<file path="src/rtl/fpa_pkg.sv">
package fpa_pkg;

  // ----------------------------------------------------------------
  // register offsets (byte addresses on the bus)
  // ----------------------------------------------------------------
  localparam logic [7:0] OFF_CAUSE = 8'h00;
  localparam logic [7:0] OFF_MSR   = 8'h04;
  localparam logic [7:0] OFF_FP_STATUS_CONTROL_REG = 8'h08;
  localparam logic [7:0] OFF_SAVE_RESTORE_PC  = 8'h0C;
  localparam logic [7:0] OFF_SAVE_RESTORE_STATE  = 8'h10;

  // ----------------------------------------------------------------
  // field positions, bus bit 31 is the architectural bit 0
  // ----------------------------------------------------------------
  localparam int MSR_LE    = 0;
  localparam int MSR_IP    = 6;
  localparam int MSR_FE1   = 8;
  localparam int MSR_FE0   = 11;
  localparam int MSR_ME    = 12;
  localparam int MSR_ILE   = 16;
  localparam int FS_FX     = 31;
  localparam int FS_FEX    = 30;
  localparam int FS_FLG_HI = 29;   // VX OX UX ZX XX
  localparam int FS_FLG_LO = 25;
  localparam int FS_UX     = 27;
  localparam int FS_EN_HI  = 7;    // VE OE UE ZE XE
  localparam int FS_EN_LO  = 3;
  localparam int FS_UE     = 5;
  localparam int CA_SIE    = 31;
  localparam int CA_DNC    = 3;
  localparam int CA_DNB    = 2;
  localparam int CA_DNA    = 1;
  localparam int CA_TR     = 0;

  // ----------------------------------------------------------------
  // reset values and constants
  // ----------------------------------------------------------------
  localparam logic [31:0] MSR_RST   = 32'h0000_0000;
  localparam logic [31:0] FP_STATUS_CONTROL_REG_RST = 32'h0000_0000;
  localparam logic [31:0] CAUSE_RST = 32'h0000_0000;
  localparam logic [31:0] VEC_OFF   = 32'h0000_0E00;
  localparam logic [10:0] EXP_ADJ_S = 11'h0C0;  // 192
  localparam logic [10:0] EXP_ADJ_D = 11'h600;  // 1536
  localparam int          EXC_W     = 5;

  // instruction classes seen by the exception logic
  typedef enum logic [2:0] {
    CL_LD_S  = 3'h0,
    CL_LD_D  = 3'h1,
    CL_ST_S  = 3'h3,
    CL_ST_D  = 3'h2,
    CL_AR_S  = 3'h6,
    CL_AR_D  = 3'h7,
    CL_RND_S = 3'h5,
    CL_OTHER = 3'h4
  } fpa_class_e;

  // operand magnitude range, normal when not denormalized
  typedef enum logic [2:0] {
    RNG_NORM = 3'h0,
    RNG_B    = 3'h1,
    RNG_C    = 3'h3,
    RNG_D    = 3'h2,
    RNG_E    = 3'h6,
    RNG_F    = 3'h7
  } fpa_rng_e;

endpackage : fpa_pkg

</file>
<file path="src/rtl/fpa_assist_exc.sv">
// Implementation choices: the AHB-Lite interface to the registers and the register offsets.
`timescale 1ns/100ps
// Functional notes
// [RULE_01] enabled FP exception with either mode bit set raises assist
// [RULE_02] condition made true by register write or return gives program
// [RULE_03] tiny result with underflow disabled raises assist
// [RULE_04] some denormal operands the hardware cannot handle raise assist
// [RULE_05] assist saves faulting instruction address in save_restore_pc
// [RULE_06] save_restore_state upper half cleared, lower half from state
// [RULE_07] state keeps vector select and check enable, endian from EXCEPTION_ENDIAN_MODE
// [RULE_08] fetch continues at vector base plus 0x00E00
// [RULE_09] denormal partitioning per instruction class and range
// [RULE_10] single op on double operand correct only if low bits zero
// [RULE_11] round-to-single tiny from denormal takes assist at end
// [RULE_12] programming error cases give boundedly undefined results
// [RULE_13] sync-ignore mode applies only to FPU, not load/store unit
// [RULE_14] sync-ignore re-execution raises no second assist
// [RULE_15] sync-ignore gives default results, updates status and cause
// [RULE_16] cause register holds four flags and the sync-ignore bit
// [RULE_17] sync-ignore op making condition true takes program exception
// [RULE_18] handler clears both mode bits before sync-ignore execution
// [RULE_19] return restores state; program exception if condition true
// [RULE_20] tiny sync-ignore result exponent plus 192 or 1536
// [RULE_21] handler itself sets the underflow flag for tiny results
// [RULE_22] unhandled denormal leaves the destination register unchanged
// [RULE_23] cause bits: sync-ignore bit 0, OPERAND_C_DENORMAL_FLAG OPERAND_B_DENORMAL_FLAG OPERAND_A_DENORMAL_FLAG TR at 28..31
// [RULE_24] summary is OR of each flag ANDed with its enable
// [RULE_25] assist only without a higher priority exception pending
module fpa_assist_exc #(
  parameter int          EXP_W   = 11,
  parameter logic [31:0] BASE_LO = 32'h0000_0000,
  parameter logic [31:0] BASE_HI = 32'hFFF0_0000
) (
  // clock, reset, enable
  input  wire  logic                 hclk,
  input  wire  logic                 hresetn,
  input  wire  logic                 hce,
  // ahb-lite slave
  input  wire  logic                 hsel,
  input  wire  logic [31:0]          haddr,
  input  wire  logic [1:0]           htrans,
  input  wire  logic                 hwrite,
  input  wire  logic [2:0]           hsize,
  input  wire  logic [31:0]          hwdata,
  input  wire  logic                 hready,
  output logic       [31:0]          hrdata,
  output logic                       hreadyout,
  output logic                       hresp,
  // instruction from the core
  input  wire  logic                 ins_valid,
  input  wire  logic [31:0]          ins_ea,
  input  wire  fpa_pkg::fpa_class_e  ins_class,
  input  wire  fpa_pkg::fpa_rng_e    ins_rng_a,
  input  wire  fpa_pkg::fpa_rng_e    ins_rng_b,
  input  wire  fpa_pkg::fpa_rng_e    ins_rng_c,
  input  wire  logic [2:0]           ins_low_nz,
  input  wire  logic                 ins_tiny,
  input  wire  logic                 ins_dp,
  input  wire  logic [4:0]           ins_exc_set,
  input  wire  logic                 ins_hi_prio,
  input  wire  logic [EXP_W-1:0]     ins_res_exp,
  input  wire  logic                 rfi_valid,
  // results to the core
  output logic                       assist_take,
  output logic                       prog_take,
  output logic [31:0]                fetch_addr,
  output logic                       dest_we,
  output logic [EXP_W-1:0]           res_exp_out,
  output logic                       undef_result,
  output logic [31:0]                machine_state_out
);
  import fpa_pkg::*;

  // ----------------------------------------------------------------
  // state
  // ----------------------------------------------------------------
  logic [31:0]      machine_state_reg_r;
  logic [31:0]      fp_status_control_reg_r;
  logic [31:0]      fp_exc_cause_reg_r;
  logic [31:0]      save_restore_pc_r;
  logic [31:0]      save_restore_state_r;
  logic             bus_wr_r;
  logic [7:0]       bus_addr_r;
  logic [31:0]      hrdata_r;
  logic             prog_chk_r;
  logic             assist_r;
  logic             prog_r;
  logic [31:0]      fetch_r;
  logic             dest_we_r;
  logic [EXP_W-1:0] exp_r;
  logic             undef_r;

  // ----------------------------------------------------------------
  // per-operand denormal classification
  // ----------------------------------------------------------------
  fpa_rng_e   rng [3];
  logic [2:0] need_dn;
  logic [2:0] perr;
  logic [2:0] rs_cd;
  logic [2:0] is_dn;

  assign rng[0] = ins_rng_a;
  assign rng[1] = ins_rng_b;
  assign rng[2] = ins_rng_c;

  genvar gi;
  generate
    for (gi = 0; gi < 3; gi++) begin : g_opnd
      // operand range against instruction class
      always_comb begin
        is_dn[gi]   = (rng[gi] != RNG_NORM);
        need_dn[gi] = 1'b0;
        perr[gi]    = 1'b0;
        rs_cd[gi]   = 1'b0;
        unique case (ins_class)
          CL_LD_S, CL_ST_S: begin
            need_dn[gi] = (rng[gi] == RNG_D);  // RULE_09
            if (ins_class == CL_ST_S) begin
              perr[gi] = (rng[gi] == RNG_B) || (rng[gi] == RNG_C) ||
                         (rng[gi] == RNG_F) ||
                         ((rng[gi] == RNG_E) && ins_low_nz[gi]);  // RULE_10
            end
          end
          CL_AR_S: begin
            perr[gi] = (rng[gi] == RNG_B) || (rng[gi] == RNG_C) ||
                       (rng[gi] == RNG_F) ||
                       (((rng[gi] == RNG_D) || (rng[gi] == RNG_E)) &&
                        ins_low_nz[gi]);  // RULE_10
          end
          CL_AR_D: need_dn[gi] = (rng[gi] == RNG_B);  // RULE_09
          CL_RND_S: begin
            need_dn[gi] = (rng[gi] == RNG_B);  // RULE_09
            rs_cd[gi]   = (rng[gi] == RNG_C) || (rng[gi] == RNG_D);
          end
          CL_LD_D, CL_ST_D, CL_OTHER: need_dn[gi] = 1'b0;  // RULE_09
        endcase
      end
    end
  endgenerate

  // ----------------------------------------------------------------
  // exception decision for the presented instruction
  // ----------------------------------------------------------------
  logic        ins_go;
  logic        go_ok;
  logic        is_lsu;
  logic        sie_eff;
  logic        mode_fe;
  logic        ue;
  logic        a_dn;
  logic        a_tiny;
  logic        a_en;
  logic        take;
  logic        fp_upd;
  logic [31:0] set_bits;
  logic [31:0] fp_status_control_reg_upd;
  logic        fex_upd;
  logic        fex_cur;
  logic        sie_op;

  assign ins_go  = hce && ins_valid;
  assign go_ok   = ins_go && !ins_hi_prio;
  assign is_lsu  = (ins_class == CL_LD_S) || (ins_class == CL_LD_D) ||
                   (ins_class == CL_ST_S) || (ins_class == CL_ST_D);
  assign sie_eff = fp_exc_cause_reg_r[CA_SIE] && !is_lsu;  // RULE_13
  assign mode_fe = machine_state_reg_r[MSR_FE0] ||
                   machine_state_reg_r[MSR_FE1];
  assign ue      = fp_status_control_reg_r[FS_UE];

  // flags raised by the op; underflow flag left to the handler when tiny with underflow disabled
  always_comb begin
    set_bits = 32'h0000_0000;
    set_bits[FS_FLG_HI:FS_FLG_LO] = ins_exc_set;
    if (ins_tiny && !ue) begin
      set_bits[FS_UX] = 1'b0;  // RULE_21
    end
    set_bits[FS_FX] = |(set_bits & ~fp_status_control_reg_r);
  end

  assign fp_status_control_reg_upd = fp_status_control_reg_r | set_bits;
  // summary of enabled exceptions
  assign fex_upd = |(fp_status_control_reg_upd[FS_FLG_HI:FS_FLG_LO] &
                     fp_status_control_reg_upd[FS_EN_HI:FS_EN_LO]);  // RULE_24
  assign fex_cur = |(fp_status_control_reg_r[FS_FLG_HI:FS_FLG_LO] &
                     fp_status_control_reg_r[FS_EN_HI:FS_EN_LO]);  // RULE_24

  // sync-ignore suppresses every assist cause except for load/store instructions
  assign a_dn   = !sie_eff && (|need_dn);  // RULE_04 RULE_14
  assign a_tiny = !sie_eff && ins_tiny &&
                  (!ue || (ins_class == CL_RND_S && |rs_cd));  // RULE_03 RULE_11
  assign a_en   = !sie_eff && mode_fe && fex_upd;  // RULE_01
  assign take   = go_ok && (a_dn || a_tiny || a_en);  // RULE_25
  assign fp_upd = go_ok && (!take || (a_en && !a_dn));  // RULE_15
  assign sie_op = go_ok && sie_eff;

  // ----------------------------------------------------------------
  // ahb-lite slave, zero wait states
  // ----------------------------------------------------------------
  logic        acc;
  logic        wr_cause;
  logic        wr_msr;
  logic        wr_fp_status_control_reg;
  logic        wr_save_restore_pc;
  logic        wr_save_restore_state;
  logic [31:0] rd_mux;

  assign acc      = hsel && hready && htrans[1];
  assign wr_cause = hce && bus_wr_r && (bus_addr_r == OFF_CAUSE);
  assign wr_msr   = hce && bus_wr_r && (bus_addr_r == OFF_MSR);
  assign wr_fp_status_control_reg = hce && bus_wr_r && (bus_addr_r == OFF_FP_STATUS_CONTROL_REG);
  assign wr_save_restore_pc  = hce && bus_wr_r && (bus_addr_r == OFF_SAVE_RESTORE_PC);
  assign wr_save_restore_state  = hce && bus_wr_r && (bus_addr_r == OFF_SAVE_RESTORE_STATE);

  // read data chosen in the address phase
  always_comb begin
    rd_mux = 32'h0000_0000;
    unique case (haddr[7:0])
      OFF_CAUSE: rd_mux = fp_exc_cause_reg_r;
      OFF_MSR:   rd_mux = machine_state_reg_r;
      OFF_FP_STATUS_CONTROL_REG: begin
        rd_mux         = fp_status_control_reg_r;
        rd_mux[FS_FEX] = fex_cur;
      end
      OFF_SAVE_RESTORE_PC:  rd_mux = save_restore_pc_r;
      OFF_SAVE_RESTORE_STATE:  rd_mux = save_restore_state_r;
      default:   rd_mux = 32'h0000_0000;  // unmapped reads zero
    endcase
  end

  // address phase capture
  always_ff @(posedge hclk or negedge hresetn) begin
    if (!hresetn) begin
      bus_wr_r   <= 1'b0;
      bus_addr_r <= 8'h00;
      hrdata_r   <= 32'h0000_0000;
    end else if (hce) begin
      bus_wr_r   <= acc && hwrite;
      bus_addr_r <= haddr[7:0];
      if (acc && !hwrite) begin
        hrdata_r <= rd_mux;
      end
    end
  end

  // ----------------------------------------------------------------
  // machine state and save/restore registers
  // ----------------------------------------------------------------
  always_ff @(posedge hclk or negedge hresetn) begin
    if (!hresetn) begin
      machine_state_reg_r <= MSR_RST;
    end else if (hce) begin
      if (take) begin
        machine_state_reg_r         <= 32'h0000_0000;  // RULE_07
        machine_state_reg_r[MSR_IP] <= machine_state_reg_r[MSR_IP];
        machine_state_reg_r[MSR_ME] <= machine_state_reg_r[MSR_ME];
        machine_state_reg_r[MSR_LE] <= machine_state_reg_r[MSR_ILE];
      end else if (rfi_valid) begin
        machine_state_reg_r <= save_restore_state_r;  // RULE_19
      end else if (wr_msr) begin
        machine_state_reg_r <= hwdata;
      end
    end
  end

  always_ff @(posedge hclk or negedge hresetn) begin
    if (!hresetn) begin
      save_restore_pc_r    <= 32'h0000_0000;
      save_restore_state_r <= 32'h0000_0000;
    end else if (hce) begin
      if (take) begin
        save_restore_pc_r    <= ins_ea;  // RULE_05
        save_restore_state_r <= {16'h0000,
                                 machine_state_reg_r[15:0]};  // RULE_06
      end else begin
        if (wr_save_restore_pc) begin
          save_restore_pc_r <= hwdata;
        end
        if (wr_save_restore_state) begin
          save_restore_state_r <= hwdata;
        end
      end
    end
  end

  // ----------------------------------------------------------------
  // status and cause registers, hardware update wins over software
  // ----------------------------------------------------------------
  always_ff @(posedge hclk or negedge hresetn) begin
    if (!hresetn) begin
      fp_status_control_reg_r <= FP_STATUS_CONTROL_REG_RST;
    end else if (hce) begin
      if (fp_upd) begin
        fp_status_control_reg_r <= (wr_fp_status_control_reg ? hwdata :
                                    fp_status_control_reg_r) |
                                   set_bits;  // RULE_15
        fp_status_control_reg_r[FS_FEX] <= 1'b0;
      end else if (wr_fp_status_control_reg) begin
        fp_status_control_reg_r         <= hwdata;
        fp_status_control_reg_r[FS_FEX] <= 1'b0;
      end
    end
  end

  always_ff @(posedge hclk or negedge hresetn) begin
    if (!hresetn) begin
      fp_exc_cause_reg_r <= CAUSE_RST;  // RULE_23
    end else if (hce) begin
      if (wr_cause) begin
        fp_exc_cause_reg_r         <= 32'h0000_0000;
        fp_exc_cause_reg_r[CA_SIE] <= hwdata[CA_SIE];  // RULE_16
        fp_exc_cause_reg_r[CA_DNC:CA_TR] <= hwdata[CA_DNC:CA_TR];
      end
      if (sie_op) begin
        fp_exc_cause_reg_r[CA_DNC] <= is_dn[2];  // RULE_15 RULE_23
        fp_exc_cause_reg_r[CA_DNB] <= is_dn[1];
        fp_exc_cause_reg_r[CA_DNA] <= is_dn[0];
        fp_exc_cause_reg_r[CA_TR]  <= ins_tiny;
      end
    end
  end

  // ----------------------------------------------------------------
  // program exception check, one cycle after the causing update
  // ----------------------------------------------------------------
  always_ff @(posedge hclk or negedge hresetn) begin
    if (!hresetn) begin
      prog_chk_r <= 1'b0;
      prog_r     <= 1'b0;
    end else if (hce) begin
      prog_chk_r <= wr_msr || wr_fp_status_control_reg || rfi_valid ||
                    sie_op;  // RULE_02 RULE_17 RULE_19
      prog_r     <= prog_chk_r && mode_fe && fex_cur;  // RULE_02 RULE_17
    end
  end

  // ----------------------------------------------------------------
  // results toward the core
  // ----------------------------------------------------------------
  always_ff @(posedge hclk or negedge hresetn) begin
    if (!hresetn) begin
      assist_r  <= 1'b0;
      fetch_r   <= 32'h0000_0000;
      dest_we_r <= 1'b0;
      exp_r     <= '0;
      undef_r   <= 1'b0;
    end else if (hce) begin
      assist_r  <= take;
      if (take) begin
        fetch_r <= (machine_state_reg_r[MSR_IP] ? BASE_HI : BASE_LO) +
                   VEC_OFF;  // RULE_08
      end
      dest_we_r <= fp_upd && !(|need_dn);  // RULE_22
      undef_r   <= go_ok && (|perr);  // RULE_12
      if (sie_op && ins_tiny && !ue) begin
        exp_r <= ins_res_exp + EXP_W'(ins_dp ? EXP_ADJ_D :
                                                EXP_ADJ_S);  // RULE_20
      end else begin
        exp_r <= ins_res_exp;
      end
    end
  end

  assign hrdata            = hrdata_r;
  assign hreadyout         = 1'b1;
  assign hresp             = 1'b0;
  assign assist_take       = assist_r;
  assign prog_take         = prog_r;
  assign fetch_addr        = fetch_r;
  assign dest_we           = dest_we_r;
  assign res_exp_out       = exp_r;
  assign undef_result      = undef_r;
  assign machine_state_out = machine_state_reg_r;
endmodule // fpa_assist_exc

</file>
<file path="config.mk">
export PLATFORM = sky130hd
export DESIGN_NAME = fpa_assist_exc
export DESIGN_NICKNAME = d
export VERILOG_FILES = /design/src/rtl/fpa_pkg.sv /design/src/rtl/fpa_assist_exc.sv
export SDC_FILE = /design/constraint.sdc
export NUM_CORES = 1
export LEC_CHECK = 0
export ABC_CLOCK_PERIOD_IN_PS = 3490
export BUFFER_PORTS_ARGS = -buffer_cell sky130_fd_sc_hd__buf_2
export CAP_MARGIN = 20
export CORE_MARGIN = 4
export CORE_UTILIZATION = 40
export DETAILED_ROUTE_END_ITERATION = 8
export GPL_ROUTABILITY_DRIVEN = 0
export GPL_TIMING_DRIVEN = 0
export PLACE_DENSITY_LB_ADDON = 0.25
export SETUP_SLACK_MARGIN = 0.05
export SYNTH_ARGS = -nofsm -noshare
export SYNTH_HDL_FRONTEND = slang
export SYNTH_SLANG_ARGS = --single-unit
</file>
<file path="constraint.sdc">
create_clock -name hclk -period 3.49 [get_ports hclk]
set_clock_uncertainty 0.05 [all_clocks]
set_input_delay 0.349 -clock hclk [delete_from_list [all_inputs] [get_ports hclk]]
set_output_delay 0.349 -clock hclk [all_outputs]
set_load 0.03 [all_outputs]
</file>
# Word level (Yosys, flattened, before mapping)
# Cells that the tools add are included.
[word_totals]
in_bits = 143
register_bits = 222
[op_classes]
addsub = 2
bitwise_logic = 7
reduce_logical = 102
muxes = 29
eq_ne = 29
[ops]
columns = ["cell", "n"]
rows = [
  ["two-way mux 32 bit", 11],
  ["one-hot mux 32 bit (5 select lines)", 1],
  ["logical AND 1 bit", 36],
  ["adder 32 x 12 -> 32 bit (second input constant)", 1],
  ["bitwise AND 30 x 32 -> 32 bit", 1],
  ["== test 8 x 4 -> 1 bit (second input constant)", 4],
  ["NOT 32 bit", 1],
  ["bitwise OR 32 bit", 1],
  ["OR reduction 32 bit", 1],
  ["bitwise OR 30 bit", 1],
  ["logical OR 1 bit", 29],
  ["== test 3 bit (second input constant)", 9],
  ["== test 3 x 2 -> 1 bit (second input constant)", 8],
  ["two-way mux 11 bit", 2],
  ["== test 8 x 3 -> 1 bit (second input constant)", 2],
  ["== test 8 x 5 -> 1 bit (second input constant)", 2],
  ["logical NOT 8 bit", 2],
  ["AND reduction 2 bit", 8],
  ["== test 3 x 1 -> 1 bit (second input constant)", 4],
  ["one-hot mux 1 bit (2 select lines)", 6],
  ["nonzero test 3 bit", 4],
  ["adder 11 bit", 1],
  ["bitwise AND 5 bit", 2],
  ["nonzero test 2 bit", 5],
  ["other kinds (9)", 27],
]

# Longest topological paths before layout
[logic_depth]
depth_word = 17
mapped_depth = 8
ltp_nobuf = 8

# Worst setup path after synthesis
# No wires, ideal clock.
[synth_path]
kind = "register to register"
from = "register bus_addr_r[0]"
to = "register save_restore_state_r[5]"
setup_slack_ns = 1.335
setup_time_ns = 0.125
arrival_ns = 1.979
n_path_buf = 2
path_stages_with_launch = 8
required_ns = 3.315
cell_sequence = "dfrtp_1 > nor4_2 > and4b_1 > and3_1 > buf_2 > buf_2 > mux2_2 > mux2_4"
[synth_between]
elab_chain_cells = 4
[synth_lines]
columns = ["item", "line_no", "text"]
rows = [
  ["from (decl)", "fpa_assist_exc.sv:83", "logic [7:0] bus_addr_r;"],
  ["from (signal assigned)", "fpa_assist_exc.sv:238", "bus_addr_r <= haddr[7:0];"],
  ["== test 8 x 5 -> 1 bit", "fpa_assist_exc.sv:212", "assign wr_save_restore_state = hce && bus_wr_r && (bus_addr_r == OFF_SAVE_RESTORE_STATE);"],
  ["logical AND 1 bit", "fpa_assist_exc.sv:212", ""],
  ["nonzero test 2 bit (no source line)", "--", ""],
  ["AND reduction 2 bit (no source line)", "--", ""],
  ["to (signal assigned)", "fpa_assist_exc.sv:272", "save_restore_state_r <= {16'h0000,"],
  ["to (signal assigned)", "fpa_assist_exc.sv:279", "save_restore_state_r <= hwdata;"],
  ["to (decl)", "fpa_assist_exc.sv:81", "logic [31:0] save_restore_state_r;"],
]
# Every way passes these cells.
# A chain may end at the register's enable or synchronous reset.

# Worst setup path in the final report
[layout_path]
from = "register bus_addr_r[0]"
to = "register machine_state_reg_r[7], in the netlist machine_state_out[7]"
[layout_between]
elab_chain_cells = 4
[layout_lines]
columns = ["item", "line_no", "text"]
rows = [
  ["== test 8 x 3 -> 1 bit", "fpa_assist_exc.sv:209", "assign wr_msr = hce && bus_wr_r && (bus_addr_r == OFF_MSR);"],
  ["logical AND 1 bit", "fpa_assist_exc.sv:209", ""],
  ["nonzero test 3 bit (no source line)", "--", ""],
  ["AND reduction 2 bit (no source line)", "--", ""],
  ["to (signal, indexed assignment)", "fpa_assist_exc.sv:254", "machine_state_reg_r[MSR_IP] <= machine_state_reg_r[MSR_IP];"],
  ["to (signal, indexed assignment)", "fpa_assist_exc.sv:255", "machine_state_reg_r[MSR_ME] <= machine_state_reg_r[MSR_ME];"],
  ["to (signal, indexed assignment)", "fpa_assist_exc.sv:256", "machine_state_reg_r[MSR_LE] <= machine_state_reg_r[MSR_ILE];"],
  ["to (decl)", "fpa_assist_exc.sv:77", "logic [31:0] machine_state_reg_r;"],
]
# Every way passes these cells.

==> flow_metrics.py <==
metrics = {
    "outcome": {
        "status": "finished, final reports clean",
    },
    "timing": {
        "rsz0062_at_grt": "no",
        "fin_setup_tns_ps": 0,
        "period_minus_slack_ps": 2605,
        "tightest_slew_ps": 934.4,
        "hold_viol_final": 0,
        "finalSetupViolations": 0,
        "clock.fmax_mhz": 383.9,
        "drv_slew": 0,
        "min_period_over_period_pct": 74.64,
        "slew-limit-headroom_pct": 37.70,
    },
    "synth": {
        "syn_area_per_cell_um2": 11.81,
        "yosys.area.top_type": "dfrtp_1",
        "synth-async-reset-ratio_pct": 100.0,
        "syn-instance-count": 855,
        "ys.flop_type": "dfrtp_1",
        "synth.area.top_cells": "dfrtp_1, mux2_2, mux2_4",
        "syn-cell-area_um2": 10100,
        "synth_cell_type_count": 63,
        "ys_seq_area_share_pct": 47.32,
        "synth_top_area_share_pct": 47.32,
        "ys_warn_count": 0,
        "synth-edff-count": 0,
        "synth-seq-cells": 191,
    },
    "drt": {
        "vias": 7779,
        "totalWireLength_mm": 30.24,
        "drc_errors": 0,
        "drt-initial-drc-count": 655,
        "routedWlPerCell_um": 21.03,
        "drt_first_pass_iters": 7,
        "ant_nets": 0,
        "via_per_inst": 5.410,
    },
    "layout": {
        "fin_util_pct": 49.67,
        "finalNonFillerCells": 1438,
        "layout-drive-gt1-share_pct": 41.55,
        "area_delta_synth_final_pct": 20.98,
        "layout.nets": 1246,
    },
    "placed_design": {
        "port_buffers": 206,
        "dp.cells": 1403,
        "dp_hpwl_mm": 21.79,
    },
    "hold_path": {
        "hold_depth": 2,
        "worst_hold_path_type": "in -> reg",
    },
    "global_route": {
        "antenna_found_initial": 3,
        "grt_pass1_vias": 8026,
        "grt_overflow": 0,
        "grt_max_degree": 107,
        "grt_pass1_wl_mm": 47.09,
        "track_usage_pct": 21.50,
    },
    "critical_path": {
        "worstSetupPathType": "reg -> reg",
        "crit_top_cell": "nor2_1",
        "cp_cell_sequence": "nor4_2, a41oi_1, nor2_1, clkbuf_1, nor2_1, a211oi_1",
        "worstRegToRegCells": 6,
        "critPathMaxStageDelay_ps": 560,
        "crit_start": "bus_addr_r[0]$_DFFE_PN0P_",
        "r2r_end": "machine_state_out[7]$_DFFE_PN0P_",
        "cp_max_fo": 10,
        "cp_slowest_cell": "nor2_1",
        "setup.worst_path.end": "machine_state_out[7]$_DFFE_PN0P_",
        "end_kind": "flip-flop",
        "worstPathRequired_ps": 3780,
        "ff2ff_setup_slack_ps": 890,
        "r2r_start": "bus_addr_r[0]$_DFFE_PN0P_",
        "cp-start-kind": "flip-flop",
        "crit_arrival_ps": 2890,
    },
    "clocking": {
        "clock_latency_ps": 440,
        "cts_resized": 0,
        "cts_hold_buffers": 1,
        "cts.htree.levels": 4,
        "cts_setup_buffers": 0,
        "numCtsBuffers": 17,
        "cts.path.max_buffers": 2,
        "cts.clk_slew.worst_paths_ps": 80,
        "cts_tree": "built",
        "numClockSinks": 191,
        "cts_root_buf": "clkbuf_16",
    },
    "floorplanning": {
        "pin_count": 256,
        "initial_core_util_pct": 41.05,
        "die_x_um": 166.9,
        "num_rows": 57,
        "die-area_um2": 27860,
        "core_um2": 24600,
        "die_h_um": 166.9,
    },
    "power": {
        "power_mw": 6.098,
        "total_leakage_power_nw": 6.089,
        "p_per_area_nw_per_um2": 499.0,
        "peakVddDrop_mv": 0.2533,
    },
    "flow_run": {
        "maxCapViolCount": 0,
    },
}
-- state kept, by name (all words and copies together) (netlist names), 2 cells and up --
register and flops:
bus_addr_r 8, hrdata 32, fp_status_control_reg_r 31, res_exp_out 11, fetch_addr 2, fp_exc_cause_reg_r 5
save_restore_state_r 32, machine_state_out 32, save_restore_pc_r 32
-- synthesized netlist by cell type (6+ instances only) --
master    instances
a22o_1           32
a211oi_1         29
o21ai_0          13
buf_4            35
a222oi_1         28
mux2_2           97
nor2_1           44
buf_6             8
inv_1            11
buf_2            16
clkbuf_1         22
nor3_1            7
nand2b_1          6
mux2_4           46
nor3b_1           7
dfrtp_1         191
nand2_1         103
a21oi_1          22
mux2i_1          48
-- cells by family after synthesis --
| kind of cell | after synthesis | synth area share (%) |
|---|---|---|
| buf+inv | 98 | 6.491 |
| flops | 191 | 47.32 |
| simple gates | 195 | 9.810 |
| compound gates | 167 | 12.72 |
| mux | 191 | 22.41 |
| xor+xnor | 7 | 0.6070 |
| fa+ha+maj | 4 | 0.5698 |
| other cells | 2 | 0.07435 |
-- worst min path at each step --
stage / startpoint / to / slack (ps)
finish: ins_res_exp[4] / res_exp_out[4]$_DFFE_PN0P_ / 80
global route: ins_res_exp[4] / res_exp_out[4]$_DFFE_PN0P_ / 60
CTS: ins_res_exp[2] / res_exp_out[2]$_DFFE_PN0P_ / 60
detailed placement: hresetn / hrdata[26]$_DFFE_PN0P_ / 350
global placement: assist_take$_DFFE_PN0P_ / assist_take$_DFFE_PN0P_ / 410
floorplan: hresetn / assist_take$_DFFE_PN0P_ / 3
-- per-stage QoR --
stage | hold WS (ps) | setup WS, ps | area, µm²
finish | 83.77 | 885.2 | 12220
global route | 64.36 | 642.5 | 12220
CTS | 61.59 | 905.9 | 12220
detailed placement | 349.6 | 932.9 | 11640
global placement | 410.5 | -1370 | 11600
floorplan | 3.409 | 1335 | 10160
-- routing by layer --
metal	track usage, %	routed length [µm]	part of all wire (%)	vias up
met5	0	13	0.043	-
met4	5.834	508	1.7	2
met3	4.764	1862	6.2	33
met2	35.24	14620	48	277
met1	28.94	13230	44	3851
li1	-	-	-	3616
-- cell type report --
| type | instances | area, µm² |
|---|---|---|
| fill | 2297 | 12380 |
| sequential | 191 | 4780 |
| multi-input combinational | 583 | 4730 |
| timing repair buffer | 208 | 1079 |
| buffer | 86 | 610.6 |
| clock buffer | 17 | 425.4 |
| tap | 324 | 405.4 |
| clock inverter | 15 | 141.4 |
| inverter | 12 | 45.04 |
| antenna | 2 | 5.005 |
-- cell usage in the layout (no fill, tap or decap), drive strengths merged, types with 3 or more instances in the layout --
cell type / instances
a211oi: 29
a21oi: 22
a221oi: 5
a222oi: 28
a22o: 32
a31oi: 5
buf: 271
clkbuf: 39
clkinv: 4
conb: 19
dfrtp: 191
ha: 3
inv: 21
mux2: 143
mux2i: 48
nand2: 103
nand2b: 6
nand3: 5
nor2: 44
nor2b: 4
nor3: 7
nor3b: 7
nor4: 4
o2111ai: 3
o21a: 3
o21ai: 18
o22ai: 5
xnor2: 3
xor2: 4
-- critical path, delay by kind of cell, from the launching register on --
family                 cells  cell delay (ps)
AND/OR/NAND/NOR            3             1020
buffers and inverters      1              510
flip-flops                 1              390
AO/OA/AOI/OAI              2              520
-- where the power goes --
part,internal (mW),switching (mW)
clock,0.948,0.963
combinational,0.697,0.738
sequential,2.49,0.260
Note: power is estimated with default switching activity, not from simulation.
